## src/core/rcoc_pkg.sv

```systemverilog
package rcoc_pkg;

    ////////////////////////////////////////////////////////////////////////
    // Register map and bus sizes.
    localparam int RCOC_ADR_W = 12;
    localparam logic [11:0] RCOC_CFG_ADDR = 12'h200;
    localparam logic [11:0] RCOC_STAT_ADDR = 12'h204;
    localparam logic [7:0] RCOC_CFG_RESET = 8'h00;

    // Configuration register fields.
    localparam int RCOC_JA_SKIP_BIT = 6;
    localparam int RCOC_HOLD_BIT = 5;
    localparam int RCOC_SYNTH_SKIP_BIT = 4;
    localparam int RCOC_FREE_BIT = 3;
    localparam int RCOC_RATE_LSB = 0;
    localparam int RCOC_RATE_W = 3;
    localparam logic [7:0] RCOC_CFG_MASK = 8'h7f;

    // Status register fields.
    localparam int RCOC_STAT_AMODE_LSB = 0;
    localparam int RCOC_STAT_BMODE_LSB = 3;
    localparam int RCOC_STAT_ALOST_BIT = 5;
    localparam int RCOC_STAT_BLOST_BIT = 6;
    localparam int RCOC_STAT_UNDEF_BIT = 7;

    // Source select codes up to this one name a recovered channel clock.
    localparam logic [4:0] RCOC_LAST_CHANNEL = 5'h10;

    // Rate codes with a special meaning.
    localparam logic [2:0] RCOC_RATE_LINE = 3'h0;
    localparam logic [2:0] RCOC_RATE_RSVD = 3'h3;

    // Output frequencies in Hz.
    localparam logic [31:0] RCOC_HZ_NONE = 32'h0;
    localparam logic [31:0] RCOC_HZ_T1 = 32'h178f40;
    localparam logic [31:0] RCOC_HZ_E1 = 32'h1f4000;
    localparam logic [31:0] RCOC_HZ_8K = 32'h1f40;
    localparam logic [31:0] RCOC_HZ_64K = 32'hfa00;
    localparam logic [31:0] RCOC_HZ_4M = 32'h3e8000;
    localparam logic [31:0] RCOC_HZ_8M = 32'h7d0000;
    localparam logic [31:0] RCOC_HZ_19M = 32'h128a180;
    localparam logic [31:0] RCOC_HZ_32M = 32'h1f40000;

    typedef enum logic [2:0] {
        RCOC_A_LOCKED,
        RCOC_A_FREE,
        RCOC_A_DIRECT,
        RCOC_A_LINE_FREE,
        RCOC_A_HIGH
    } rcoc_a_mode_t;

    typedef enum logic [1:0] {
        RCOC_B_FOLLOW,
        RCOC_B_LINE_FREE,
        RCOC_B_HIGH
    } rcoc_b_mode_t;

    // Fixed rates of the synthesizer; the line rate and reserved codes
    // give zero here and are resolved by the caller.
    function automatic logic [31:0] rcoc_rate_hz(input logic [2:0] code);
        case (code)
            3'h1: rcoc_rate_hz = RCOC_HZ_8K;
            3'h2: rcoc_rate_hz = RCOC_HZ_64K;
            3'h4: rcoc_rate_hz = RCOC_HZ_4M;
            3'h5: rcoc_rate_hz = RCOC_HZ_8M;
            3'h6: rcoc_rate_hz = RCOC_HZ_19M;
            3'h7: rcoc_rate_hz = RCOC_HZ_32M;
            default: rcoc_rate_hz = RCOC_HZ_NONE;
        endcase
    endfunction

endpackage

```

## src/core/rcoc_src_if.sv

```systemverilog
interface rcoc_src_if;
    logic recovered;
    logic external;
    logic lost;
    logic is_e1;

    modport mon (output recovered, output external, output lost,
                 output is_e1);
    modport ctl (input recovered, input external, input lost, input is_e1);
endinterface

```

## src/core/rcoc_top.sv

```systemverilog
//////////////////////////////////////////////////////////////////////////////
// Summary of operation
// - Jitter skip acts only when a recovered channel clock is chosen.
// - Skip at 0 (default) takes recovered clock from the jitter attenuator.
// - Skip at 1 takes recovered clock straight from clock recovery.
// - Holdover acts only on loss; ignored for output A on external input.
// - Output B lost, holdover 0: free-runs at the T1 or E1 line rate.
// - Synth skip 0 routes output A through the synthesizer, 1 around it.
// - Free-run acts only when output A goes through the synthesizer.
// - Free-run 0: output A locked to its source at the coded rate.
// - Free-run 1: output A free-runs from the master clock at the coded rate.
// - External A lost: free-runs if synth on and free-run 1, else high.
// - Channel lost, synth on, free-run 0: holdover 0 free-runs, 1 high.
// - Channel lost, synth skipped: holdover 0 line-rate free-run, 1 high.
// - The rate code applies only while the synthesizer is in use.
// - Locked code 000 gives the source rate; code 011 is reserved.
// - Locked codes give 8k, 64k, 4.096M, 8.192M, 19.44M, 32.768M Hz.
// - Free-running uses the same rates; codes 000 and 011 are undefined.
module rcoc_top (
    // Clock and reset.
    input wire logic clk_sys_in,
    input wire logic reset_in,
    // Wishbone slave.
    input wire logic wb_cyc_in,
    input wire logic wb_stb_in,
    input wire logic wb_we_in,
    input wire logic [rcoc_pkg::RCOC_ADR_W-1:0] wb_adr_in,
    input wire logic [3:0] wb_sel_in,
    input wire logic [31:0] wb_dat_in,
    output logic [31:0] wb_dat_out,
    output logic wb_ack_out,
    // Source selection and type from neighbouring registers.
    input wire logic [4:0] src_sel_a_in,
    input wire logic [4:0] src_sel_b_in,
    input wire logic ext_a_is_e1_in,
    input wire logic ext_b_is_e1_in,
    input wire logic line_is_e1_in,
    // Loss of the selected source, from the clock monitors.
    input wire logic loss_a_in,
    input wire logic loss_b_in,
    // Reference output A control.
    output rcoc_pkg::rcoc_a_mode_t ref_a_mode_out,
    output logic [2:0] ref_a_rate_code_out,
    output logic [31:0] ref_a_freq_hz_out,
    output logic ref_a_code_undefined_out,
    output logic ref_a_ja_skip_out,
    // Reference output B control.
    output rcoc_pkg::rcoc_b_mode_t ref_b_mode_out,
    output logic [31:0] ref_b_freq_hz_out,
    output logic ref_b_ja_skip_out
);
    import rcoc_pkg::*;

    //////////////////////////////////////////////////////////////////////////
    // Source classification for both outputs.
    rcoc_src_if src_a ();
    rcoc_src_if src_b ();

    rcoc_src_monitor u_src_a (
        .clk_sys_in(clk_sys_in),
        .reset_in(reset_in),
        .src_sel_in(src_sel_a_in),
        .ext_is_e1_in(ext_a_is_e1_in),
        .line_is_e1_in(line_is_e1_in),
        .src_loss_in(loss_a_in),
        .src_out(src_a)
    );

    rcoc_src_monitor u_src_b (
        .clk_sys_in(clk_sys_in),
        .reset_in(reset_in),
        .src_sel_in(src_sel_b_in),
        .ext_is_e1_in(ext_b_is_e1_in),
        .line_is_e1_in(line_is_e1_in),
        .src_loss_in(loss_b_in),
        .src_out(src_b)
    );

    //////////////////////////////////////////////////////////////////////////
    // Wishbone slave and configuration register.
    logic [7:0] cfg_reg;
    logic [7:0] cfg_next;
    logic [7:0] stat_word;
    logic [31:0] rd_data_next;

    wire bus_req = wb_cyc_in && wb_stb_in;
    wire hit_cfg = (wb_adr_in[11:2] == RCOC_CFG_ADDR[11:2]);
    wire hit_stat = (wb_adr_in[11:2] == RCOC_STAT_ADDR[11:2]);
    // The write lands on the edge where the master sees ack high.
    wire cfg_wr = bus_req && wb_we_in && wb_ack_out && hit_cfg &&
                  wb_sel_in[0];

    assign cfg_next = cfg_wr ? (wb_dat_in[7:0] & RCOC_CFG_MASK) : cfg_reg;
    assign rd_data_next = hit_cfg ? {24'h0, cfg_reg} :
                          hit_stat ? {24'h0, stat_word} : 32'h0;

    always_ff @(posedge clk_sys_in) begin
        if (reset_in) begin
            cfg_reg <= RCOC_CFG_RESET;
            wb_ack_out <= 1'b0;
            wb_dat_out <= 32'h0;
        end else begin
            cfg_reg <= cfg_next;
            wb_ack_out <= bus_req && !wb_ack_out;
            wb_dat_out <= rd_data_next;
        end
    end

    wire ja_skip = cfg_reg[RCOC_JA_SKIP_BIT];
    wire hold_high = cfg_reg[RCOC_HOLD_BIT];
    wire synth_skip = cfg_reg[RCOC_SYNTH_SKIP_BIT];
    wire free_run = cfg_reg[RCOC_FREE_BIT];
    wire [2:0] rate_code = cfg_reg[RCOC_RATE_LSB +: RCOC_RATE_W];

    //////////////////////////////////////////////////////////////////////////
    // Output A decision.
    rcoc_a_mode_t a_live_mode;
    rcoc_a_mode_t a_ext_lost_mode;
    rcoc_a_mode_t a_rec_lost_mode;
    rcoc_a_mode_t a_mode_next;

    // Free-run is only looked at while the synthesizer is in the path.
    assign a_live_mode = synth_skip ? RCOC_A_DIRECT :
                         free_run ? RCOC_A_FREE :
                         RCOC_A_LOCKED;
    // Holdover level plays no part for a lost external input.
    assign a_ext_lost_mode = (!synth_skip && free_run) ?
                             RCOC_A_FREE : RCOC_A_HIGH;
    assign a_rec_lost_mode = synth_skip ?
                             (hold_high ? RCOC_A_HIGH :
                              RCOC_A_LINE_FREE) :
                             free_run ? RCOC_A_FREE :
                             hold_high ? RCOC_A_HIGH :
                             RCOC_A_FREE;
    assign a_mode_next = !src_a.lost ? a_live_mode :
                         src_a.external ? a_ext_lost_mode : a_rec_lost_mode;

    wire [31:0] a_line_hz = src_a.is_e1 ? RCOC_HZ_E1 : RCOC_HZ_T1;
    wire [31:0] a_table_hz = rcoc_rate_hz(rate_code);
    // In locked mode code 000 follows the source rate.
    wire [31:0] a_locked_hz = (rate_code == RCOC_RATE_LINE) ?
                              a_line_hz : a_table_hz;
    wire [31:0] a_freq_next =
        (a_mode_next == RCOC_A_LOCKED) ? a_locked_hz :
        (a_mode_next == RCOC_A_FREE) ? a_table_hz :
        (a_mode_next == RCOC_A_DIRECT) ? a_line_hz :
        (a_mode_next == RCOC_A_LINE_FREE) ? a_line_hz : RCOC_HZ_NONE;
    // The code means nothing to the output once the synthesizer is out.
    wire [2:0] a_rate_next =
        synth_skip ? RCOC_RATE_LINE : rate_code;
    wire a_undef_next =
        ((a_mode_next == RCOC_A_FREE) &&
         ((rate_code == RCOC_RATE_LINE) || (rate_code == RCOC_RATE_RSVD))) ||
        ((a_mode_next == RCOC_A_LOCKED) &&
         (rate_code == RCOC_RATE_RSVD));
    // The skip path select matters only for a recovered channel clock.
    wire a_ja_next = src_a.recovered && ja_skip;

    //////////////////////////////////////////////////////////////////////////
    // Output B decision.
    rcoc_b_mode_t b_mode_next;

    assign b_mode_next = !src_b.lost ? RCOC_B_FOLLOW :
                         hold_high ? RCOC_B_HIGH :
                         RCOC_B_LINE_FREE;
    wire [31:0] b_freq_next = (b_mode_next == RCOC_B_HIGH) ? RCOC_HZ_NONE :
                              src_b.is_e1 ? RCOC_HZ_E1 : RCOC_HZ_T1;
    wire b_ja_next = src_b.recovered && ja_skip;

    //////////////////////////////////////////////////////////////////////////
    // Status word and output registers.
    assign stat_word[RCOC_STAT_AMODE_LSB +: 3] = ref_a_mode_out;
    assign stat_word[RCOC_STAT_BMODE_LSB +: 2] = ref_b_mode_out;
    assign stat_word[RCOC_STAT_ALOST_BIT] = src_a.lost;
    assign stat_word[RCOC_STAT_BLOST_BIT] = src_b.lost;
    assign stat_word[RCOC_STAT_UNDEF_BIT] = ref_a_code_undefined_out;

    // Registering every decision keeps glitches off the clock muxes.
    always_ff @(posedge clk_sys_in) begin
        if (reset_in) begin
            ref_a_mode_out <= RCOC_A_LOCKED;
            ref_a_rate_code_out <= RCOC_RATE_LINE;
            ref_a_freq_hz_out <= RCOC_HZ_NONE;
            ref_a_code_undefined_out <= 1'b0;
            ref_a_ja_skip_out <= 1'b0;
            ref_b_mode_out <= RCOC_B_FOLLOW;
            ref_b_freq_hz_out <= RCOC_HZ_NONE;
            ref_b_ja_skip_out <= 1'b0;
        end else begin
            ref_a_mode_out <= a_mode_next;
            ref_a_rate_code_out <= a_rate_next;
            ref_a_freq_hz_out <= a_freq_next;
            ref_a_code_undefined_out <= a_undef_next;
            ref_a_ja_skip_out <= a_ja_next;
            ref_b_mode_out <= b_mode_next;
            ref_b_freq_hz_out <= b_freq_next;
            ref_b_ja_skip_out <= b_ja_next;
        end
    end
endmodule

```

## src/core/rcoc_src_monitor.sv

```systemverilog
module rcoc_src_monitor (
    // Clock and reset.
    input wire logic clk_sys_in,
    input wire logic reset_in,
    // Source selection from the neighbouring source register.
    input wire logic [4:0] src_sel_in,
    input wire logic ext_is_e1_in,
    input wire logic line_is_e1_in,
    // Loss indication from the clock monitor pin.
    input wire logic src_loss_in,
    // Classified source towards the output control.
    rcoc_src_if.mon src_out
);
    import rcoc_pkg::*;

    logic loss_meta_reg;
    logic loss_sync_reg;

    // The loss indication is asynchronous, so it passes two flops first.
    always_ff @(posedge clk_sys_in) begin
        if (reset_in) begin
            loss_meta_reg <= 1'b0;
            loss_sync_reg <= 1'b0;
        end else begin
            loss_meta_reg <= src_loss_in;
            loss_sync_reg <= loss_meta_reg;
        end
    end

    assign src_out.recovered = (src_sel_in <= RCOC_LAST_CHANNEL);
    assign src_out.external = (src_sel_in > RCOC_LAST_CHANNEL);
    assign src_out.lost = loss_sync_reg;
    assign src_out.is_e1 = src_out.external ? ext_is_e1_in : line_is_e1_in;
endmodule

```

## config.mk

```make
export PLATFORM = sky130hd
export DESIGN_NAME = rcoc_top
export DESIGN_NICKNAME = d
export VERILOG_FILES = /design/src/core/rcoc_pkg.sv /design/src/core/rcoc_src_if.sv /design/src/core/rcoc_top.sv /design/src/core/rcoc_src_monitor.sv
export SDC_FILE = /design/constraint.sdc
export NUM_CORES = 1
export LEC_CHECK = 0
export BUFFER_PORTS_ARGS = -buffer_cell sky130_fd_sc_hd__buf_2
export CORE_MARGIN = 4
export CORE_UTILIZATION = 41
export DETAILED_ROUTE_END_ITERATION = 8
export PLACE_DENSITY = 0.86
export SYNTH_ARGS = -nofsm -noshare
export SYNTH_HDL_FRONTEND = slang
export SYNTH_HIERARCHICAL = 1
export SYNTH_SLANG_ARGS = --single-unit
```

## constraint.sdc

```tcl
create_clock -name clk_sys_in -period 2.1 [get_ports clk_sys_in]
set_input_delay 0.21 -clock clk_sys_in [delete_from_list [all_inputs] [get_ports clk_sys_in]]
set_output_delay 0.21 -clock clk_sys_in [all_outputs]
set_load 0.02 [all_outputs]
```

# After elaboration in Yosys (flattened, before gate mapping)

Cells that the tools add are included.

Output and inout bits: 108
Register bits after elaboration: 119

$lt $le $gt $ge: 4
Muxes and demuxes: 23
Reduce and logical (&&, ||, !) cells: 21
Eq/ne operators: 13
Bitwise logic cells: 1

Operators by type and width:

| operator              | count |
|---|---|
| $pmux W25 S6          | 1 |
| $mux W32              | 3 |
| $mux W21              | 2 |
| $mux W20              | 2 |
| $mux W3               | 7 |
| $eq A10 B8 Y1 const B | 2 |
| $mux W7               | 2 |
| $eq A3 B2 Y1 const B  | 4 |
| $eq A3 B3 Y1 const B  | 4 |
| $logic_and A1 B1 Y1   | 11 |
| $gt A5 B5 Y1 const B  | 2 |
| $le A5 B5 Y1 const B  | 2 |
| $eq A3 B1 Y1 const B  | 2 |
| $logic_not A3 Y1      | 2 |
| $mux W2               | 3 |
| $reduce_or A2 Y1      | 3 |
| $mux W1               | 3 |
| $reduce_or A3 Y1      | 1 |
| $eq A2 B2 Y1 const B  | 1 |
| $logic_not A1 Y1      | 2 |
| $logic_or A1 B1 Y1    | 2 |
| $not A1 Y1            | 1 |

# Longest topological paths before layout

Depth in word-level cells: 10
Mapped depth: 7
Depth with buffers taken out: 7

# Hierarchy

The synthesis kept the hierarchy.

Modules (own cells, without submodules):

| module           | cells an instance | seq. area each (um^2) | area each (um^2) | instances |
|---|---|---|---|---|
| rcoc_top         | 250               | 920.9                 | 2262.2           | 1 |
| rcoc_src_monitor | 7                 | 40.0                  | 98.8             | 2 |

# Worst setup path before layout

No wires, ideal clock.

Kind: input to register
Start point: in src_sel_a_in[0]
End point: reg ref_a_freq_hz_out[14]
Data arrival time: 1.536 ns
Path slack: 0.478 ns
Cell stages on the path: 6
Cell sequence: o41ai_4 inv_1 or3b_4 a21oi_2 nand2_1 a221oi_2

Cells in the longest elaborated chain, start to end: 8

RTL lines:

| item                     | RTL line               | source |
|---|---|---|
| from (decl)              | rcoc_top.sv:33         | `input wire logic [4:0] src_sel_a_in,` |
| $gt A5 B5 Y1 (*)         | rcoc_src_monitor.sv:31 | `assign src_out.external = (src_sel_in > RCOC_LAST_CHANNEL);` |
| named net src_a.external | rcoc_src_if.sv:3       | `logic external;` |
| $mux W3                  | rcoc_top.sv:136        | `src_a.external ? a_ext_lost_mode : a_rec_lost_mode;` |
| $mux W3                  | rcoc_top.sv:135        | `assign a_mode_next = !src_a.lost ? a_live_mode :` |
| $eq A3 B2 Y1             | rcoc_top.sv:147        | `(a_mode_next == RCOC_A_LINE_FREE) ? a_line_hz : RCOC_HZ_NONE;` |
| $mux W21                 | rcoc_top.sv:147        |  |
| $mux W21                 | rcoc_top.sv:146        | `(a_mode_next == RCOC_A_DIRECT) ? a_line_hz :` |
| $mux W32                 | rcoc_top.sv:145        | `(a_mode_next == RCOC_A_FREE) ? a_table_hz :` |
| $mux W32 (*)             | rcoc_top.sv:144        | `(a_mode_next == RCOC_A_LOCKED) ? a_locked_hz :` |
| to (signal assigned)     | rcoc_top.sv:192        | `ref_a_freq_hz_out <= a_freq_next;` |
| to (decl)                | rcoc_top.sv:44         | `output logic [31:0] ref_a_freq_hz_out,` |

The timed path passes the listed nets; every way through them passes the cells marked *.
A chain may end at the register's enable or synchronous reset.

# Worst setup path in the final report

Start point: reg cfg_reg[4]
End point: reg ref_a_freq_hz_out[19]

Cells in the longest elaborated chain, start to end: 10

RTL lines:

| item                   | RTL line        | source |
|---|---|---|
| from (decl)            | rcoc_top.sv:81  | `logic [7:0] cfg_reg;` |
| from (signal assigned) | rcoc_top.sv:103 | `cfg_reg <= cfg_next;` |
| $logic_not A1 Y1       | rcoc_top.sv:127 | `assign a_ext_lost_mode = (!synth_skip && free_run) ?` |
| $logic_and A1 B1 Y1    | rcoc_top.sv:127 |  |
| $mux W3                | rcoc_top.sv:127 |  |
| $mux W3                | rcoc_top.sv:136 |  |
| $mux W3 (*)            | rcoc_top.sv:135 |  |
| $eq A3 B2 Y1           | rcoc_top.sv:147 |  |
| $mux W21               | rcoc_top.sv:147 |  |
| $mux W21               | rcoc_top.sv:146 |  |
| $mux W32               | rcoc_top.sv:145 |  |
| $mux W32 (*)           | rcoc_top.sv:144 |  |

Every way passes the cells marked *; elsewhere a longest branch is shown, timed or not.

==> report_table.html <==
<table>
<tr><th>Metric</th><th>Value</th></tr>
<tr><th colspan="2">Clock network</th></tr>
<tr><td>Number of H-tree branching levels</td><td>2</td></tr>
<tr><td>Reg clk slew, reported paths</td><td>0.09 ns</td></tr>
<tr><td>TritonCTS clock tree</td><td>built</td></tr>
<tr><td>Worst-case clock buffer depth</td><td>2</td></tr>
<tr><td>Clock Tree Root</td><td>clkbuf_8</td></tr>
<tr><td>Clock sink count</td><td>50</td></tr>
<tr><td>Clock network latency to the later pin of the worst-skew pair</td><td>0.30 ns</td></tr>
<tr><td>Num CTS Buffers</td><td>5</td></tr>
<tr><td>Hold_buf cts</td><td>0</td></tr>
<tr><td>Post-cts gate resize count</td><td>0</td></tr>
<tr><td>Buffers inserted during post-CTS setup optimization</td><td>0</td></tr>
<tr><th colspan="2">Placed design</th></tr>
<tr><td>Number of buffers added on ports</td><td>88</td></tr>
<tr><td>Placed Area</td><td>2690 um^2</td></tr>
<tr><td>Post-DP HPWL</td><td>4060 um</td></tr>
<tr><td>Placed cell count</td><td>407</td></tr>
<tr><td>Final weighted congestion in routability-driven placement</td><td>0.825</td></tr>
<tr><th colspan="2">Floorplanning</th></tr>
<tr><td>Initial core utilization</td><td>43.5%</td></tr>
<tr><td>Die Ht</td><td>85.4 um</td></tr>
<tr><td>Width of the die</td><td>85.4 um</td></tr>
<tr><td>Floorplan Core Area</td><td>5640 um^2</td></tr>
<tr><td>Cell row count</td><td>27</td></tr>
<tr><td>Total Die Area</td><td>7290 um^2</td></tr>
<tr><td>Total I/O pin count</td><td>176</td></tr>
<tr><th colspan="2">Routing</th></tr>
<tr><td>Iteration count of the initial detailed-routing pass</td><td>4</td></tr>
<tr><td>DR vias</td><td>1,823</td></tr>
<tr><td>Avg Vias per Cell</td><td>4.39</td></tr>
<tr><td>Count of routing violations after the opening detailed-route iteration</td><td>105</td></tr>
<tr><td>DRC violations left</td><td>0</td></tr>
<tr><td>Total wire length after detailed routing</td><td>5180 um</td></tr>
<tr><td>Routed len/inst</td><td>12.5 um</td></tr>
<tr><td>Final ANT Viol Nets</td><td>0</td></tr>
<tr><th colspan="2">Power and ir drop</th></tr>
<tr><td>Internal power</td><td>0.00142 W</td></tr>
<tr><td>Combinational cell fraction of total power</td><td>15.4%</td></tr>
<tr><td>Sequential fraction of design power</td><td>50.5%</td></tr>
<tr><td>Worst voltage drop across the vdd grid</td><td>441 uV</td></tr>
<tr><td>Portion of total power attributed to the clock network</td><td>34.1%</td></tr>
<tr><td>Switching power share of the total</td><td>27.1%</td></tr>
<tr><td>Total power divided by cell area</td><td>693 nW/um^2</td></tr>
<tr><td>Leak Pwr</td><td>1.41 nW</td></tr>
<tr><td>Switching power total</td><td>0.000525 W</td></tr>
<tr><th colspan="2">Worst setup path</th></tr>
<tr><td>Startpoint class of the critical path</td><td>flop</td></tr>
<tr><td>Critical Path AT</td><td>1.78 ns</td></tr>
<tr><td>Worst r2r path cells</td><td>6</td></tr>
<tr><td>Library cell contributing the largest single delay on the critical path</td><td>dfxtp_1</td></tr>
<tr><td>Logic depth of the worst setup path including buffers</td><td>6</td></tr>
<tr><td>Cell family with the largest share of critical-path delay</td><td>flip-flops</td></tr>
<tr><td>Cell-by-cell listing of the critical path</td><td>nor2_1, and2_1, o21ai_1, inv_1, a31oi_1, o21ai_0</td></tr>
<tr><td>Worst path required time</td><td>2.29 ns</td></tr>
<tr><td>Register-to-register setup slack</td><td>0.50 ns</td></tr>
<tr><td>Type of the worst setup path</td><td>flop to flop</td></tr>
<tr><td>Largest stage delay, worst path</td><td>0.58 ns</td></tr>
<tr><td>WP buf/inv</td><td>1</td></tr>
<tr><td>RR Startpoint</td><td>cfg_reg[4]</td></tr>
<tr><td>End of the worst register-to-register path</td><td>ref_a_freq_hz_out[19]</td></tr>
<tr><td>Kind of end point of the critical path</td><td>flop</td></tr>
<tr><td>Largest fanout on the critical path</td><td>12</td></tr>
<tr><th colspan="2">Timing</th></tr>
<tr><td>Setup TNS</td><td>0 ns</td></tr>
<tr><td>Pins over their slew limit</td><td>0</td></tr>
<tr><td>Max Clock Skew</td><td>0.0127 ns</td></tr>
<tr><td>Tightest slew margin relative to the limit</td><td>58.6%</td></tr>
<tr><td>Slew at the pin closest to its max-slew limit</td><td>0.616 ns</td></tr>
<tr><td>Fmax</td><td>626 MHz</td></tr>
<tr><td>Time the worst path needs with I/O delays and setup</td><td>1.60 ns</td></tr>
<tr><td>Final Hold Viols</td><td>0</td></tr>
<tr><td>RSZ-0062 raised after global routing</td><td>false</td></tr>
<tr><td>Post-route clock period utilization</td><td>76.1%</td></tr>
<tr><td>Endpoints failing setup</td><td>0</td></tr>
<tr><th colspan="2">Job</th></tr>
<tr><td>Number of max-cap violations</td><td>0</td></tr>
<tr><th colspan="2">Synth</th></tr>
<tr><td>Post-Synthesis Mean Instance Area</td><td>9.34 um^2</td></tr>
<tr><td>Count of mapped cells out of synthesis</td><td>263</td></tr>
<tr><td>Count of warnings emitted by yosys</td><td>6</td></tr>
<tr><td>Synthesized area</td><td>2460 um^2</td></tr>
<tr><th colspan="2">Final layout</th></tr>
<tr><td>Sequential standard cell area</td><td>1000 um^2</td></tr>
<tr><td>Final layout net count</td><td>410</td></tr>
<tr><td>Area overhead of the layout relative to synthesis</td><td>14.0%</td></tr>
<tr><td>Final instance count without filler cells</td><td>415</td></tr>
<tr><td>Fill cell total of the finished layout</td><td>541</td></tr>
<tr><td>Layout cells sized above 1</td><td>32.7%</td></tr>
<tr><td>Area of combinational cells with multiple inputs</td><td>1090 um^2</td></tr>
<tr><td>Diodes inserted</td><td>0</td></tr>
<tr><td>Design area</td><td>2800 um^2</td></tr>
<tr><td>Number of flip-flops under the largest register name</td><td>16</td></tr>
<tr><th colspan="2">Hold path</th></tr>
<tr><td>HP Class</td><td>input port to flop</td></tr>
<tr><td>Number of stages on the worst hold path</td><td>3</td></tr>
<tr><td>Hold path startpoint</td><td>wb_stb_in</td></tr>
<tr><td>Destination of the worst hold path</td><td>wb_ack_out</td></tr>
<tr><th colspan="2">Global routing</th></tr>
<tr><td>Number of antenna violations at the first check in global routing</td><td>0</td></tr>
<tr><td>Final global-route overflow total</td><td>0</td></tr>
<tr><td>Global routing usage summed across all routing layers</td><td>13.1%</td></tr>
<tr><td>Via count of the first global-routing pass</td><td>1,697</td></tr>
<tr><td>Largest net degree at the start of global routing</td><td>37</td></tr>
<tr><td>Wire length of the first global-routing pass</td><td>7850 um</td></tr>
<tr><th colspan="2">Outcome</th></tr>
<tr><td>Status</td><td>complete, no violations</td></tr>
</table>
-- placed cells by master, fill, tap and decap left out, types with 4 or more instances in the layout --
cell / instances
nand2_1: 8
o21ai_0: 15
nor3_1: 5
nand2b_1: 9
inv_1: 4
a21oi_1: 5
nand3b_1: 7
nor2_1: 17
conb_1: 57
mux2i_1: 7
and2_1: 9
buf_4: 7
buf_2: 88
nor2b_1: 8
dfxtp_1: 50
clkbuf_8: 5
-- how the worst max path moves through the flow --
stage / start / to / slack, ns
after floorplan: src_sel_a_in[0] / ref_a_freq_hz_out[14] / 0.48
after global placement: src_sel_a_in[0] / ref_a_freq_hz_out[14] / 0.19
final: cfg_reg[4] / ref_a_freq_hz_out[19] / 0.50
after CTS: src_sel_a_in[0] / ref_a_freq_hz_out[8] / 0.50
after global routing: cfg_reg[4] / ref_a_freq_hz_out[19] / 0.33
after detailed placement: src_sel_a_in[0] / ref_a_freq_hz_out[8] / 0.19
-- worst reg2reg max path, cell delays in order (launching register included) --
cell and delay (ns):
dfxtp_1 0.58, nor2_1 0.21, and2_1 0.21, o21ai_1 0.12
inv_1 0.14, a31oi_1 0.15, o21ai_0 0.09
-- per-layer routing --
metal | track usage [%] | vias up | share of wire [%]
li1 | - | 913 | -
met4 | 3.60 | 0 | 1.2
met5 | 0 | - | 0
met3 | 3.79 | 7 | 12
met1 | 16.0 | 793 | 40
met2 | 22.5 | 110 | 47
-- cell type report --
cell class                 count  share of cell area, %
sequential                    50                   35.7
timing repair buffer          95                   17.6
clock inverter                 2                   1.34
clock buffer                   6                   2.59
multi-input combinational    186                   39.0
tap                           72                   3.22
inverter                       4                  0.536
-- per-stage QoR --
stage	setup slack (ns)	util (%)	hold WS (ns)	power, W
floorplan	0.478	-	0.282	0.00131
global placement	0.186	47.7	0.421	0.00130
detailed placement	0.188	47.7	0.427	0.00130
CTS	0.500	49.6	0.132	0.00195
global route	0.325	49.6	0.133	0.00203
finish	0.503	49.6	0.135	0.00194
-- power groups by stage --
stage | logic, W | clock network (W) | registers (W)
floorplan | 0.000281 | 0 | 0.00103
finish | 0.000299 | 0.000663 | 0.000979
detailed placement | 0.000298 | 0 | 0.00100
global route | 0.000320 | 0.000723 | 0.000983
CTS | 0.000298 | 0.000677 | 0.000979
global placement | 0.000295 | 0 | 0.00100
Power figures use the tool's default switching activity.
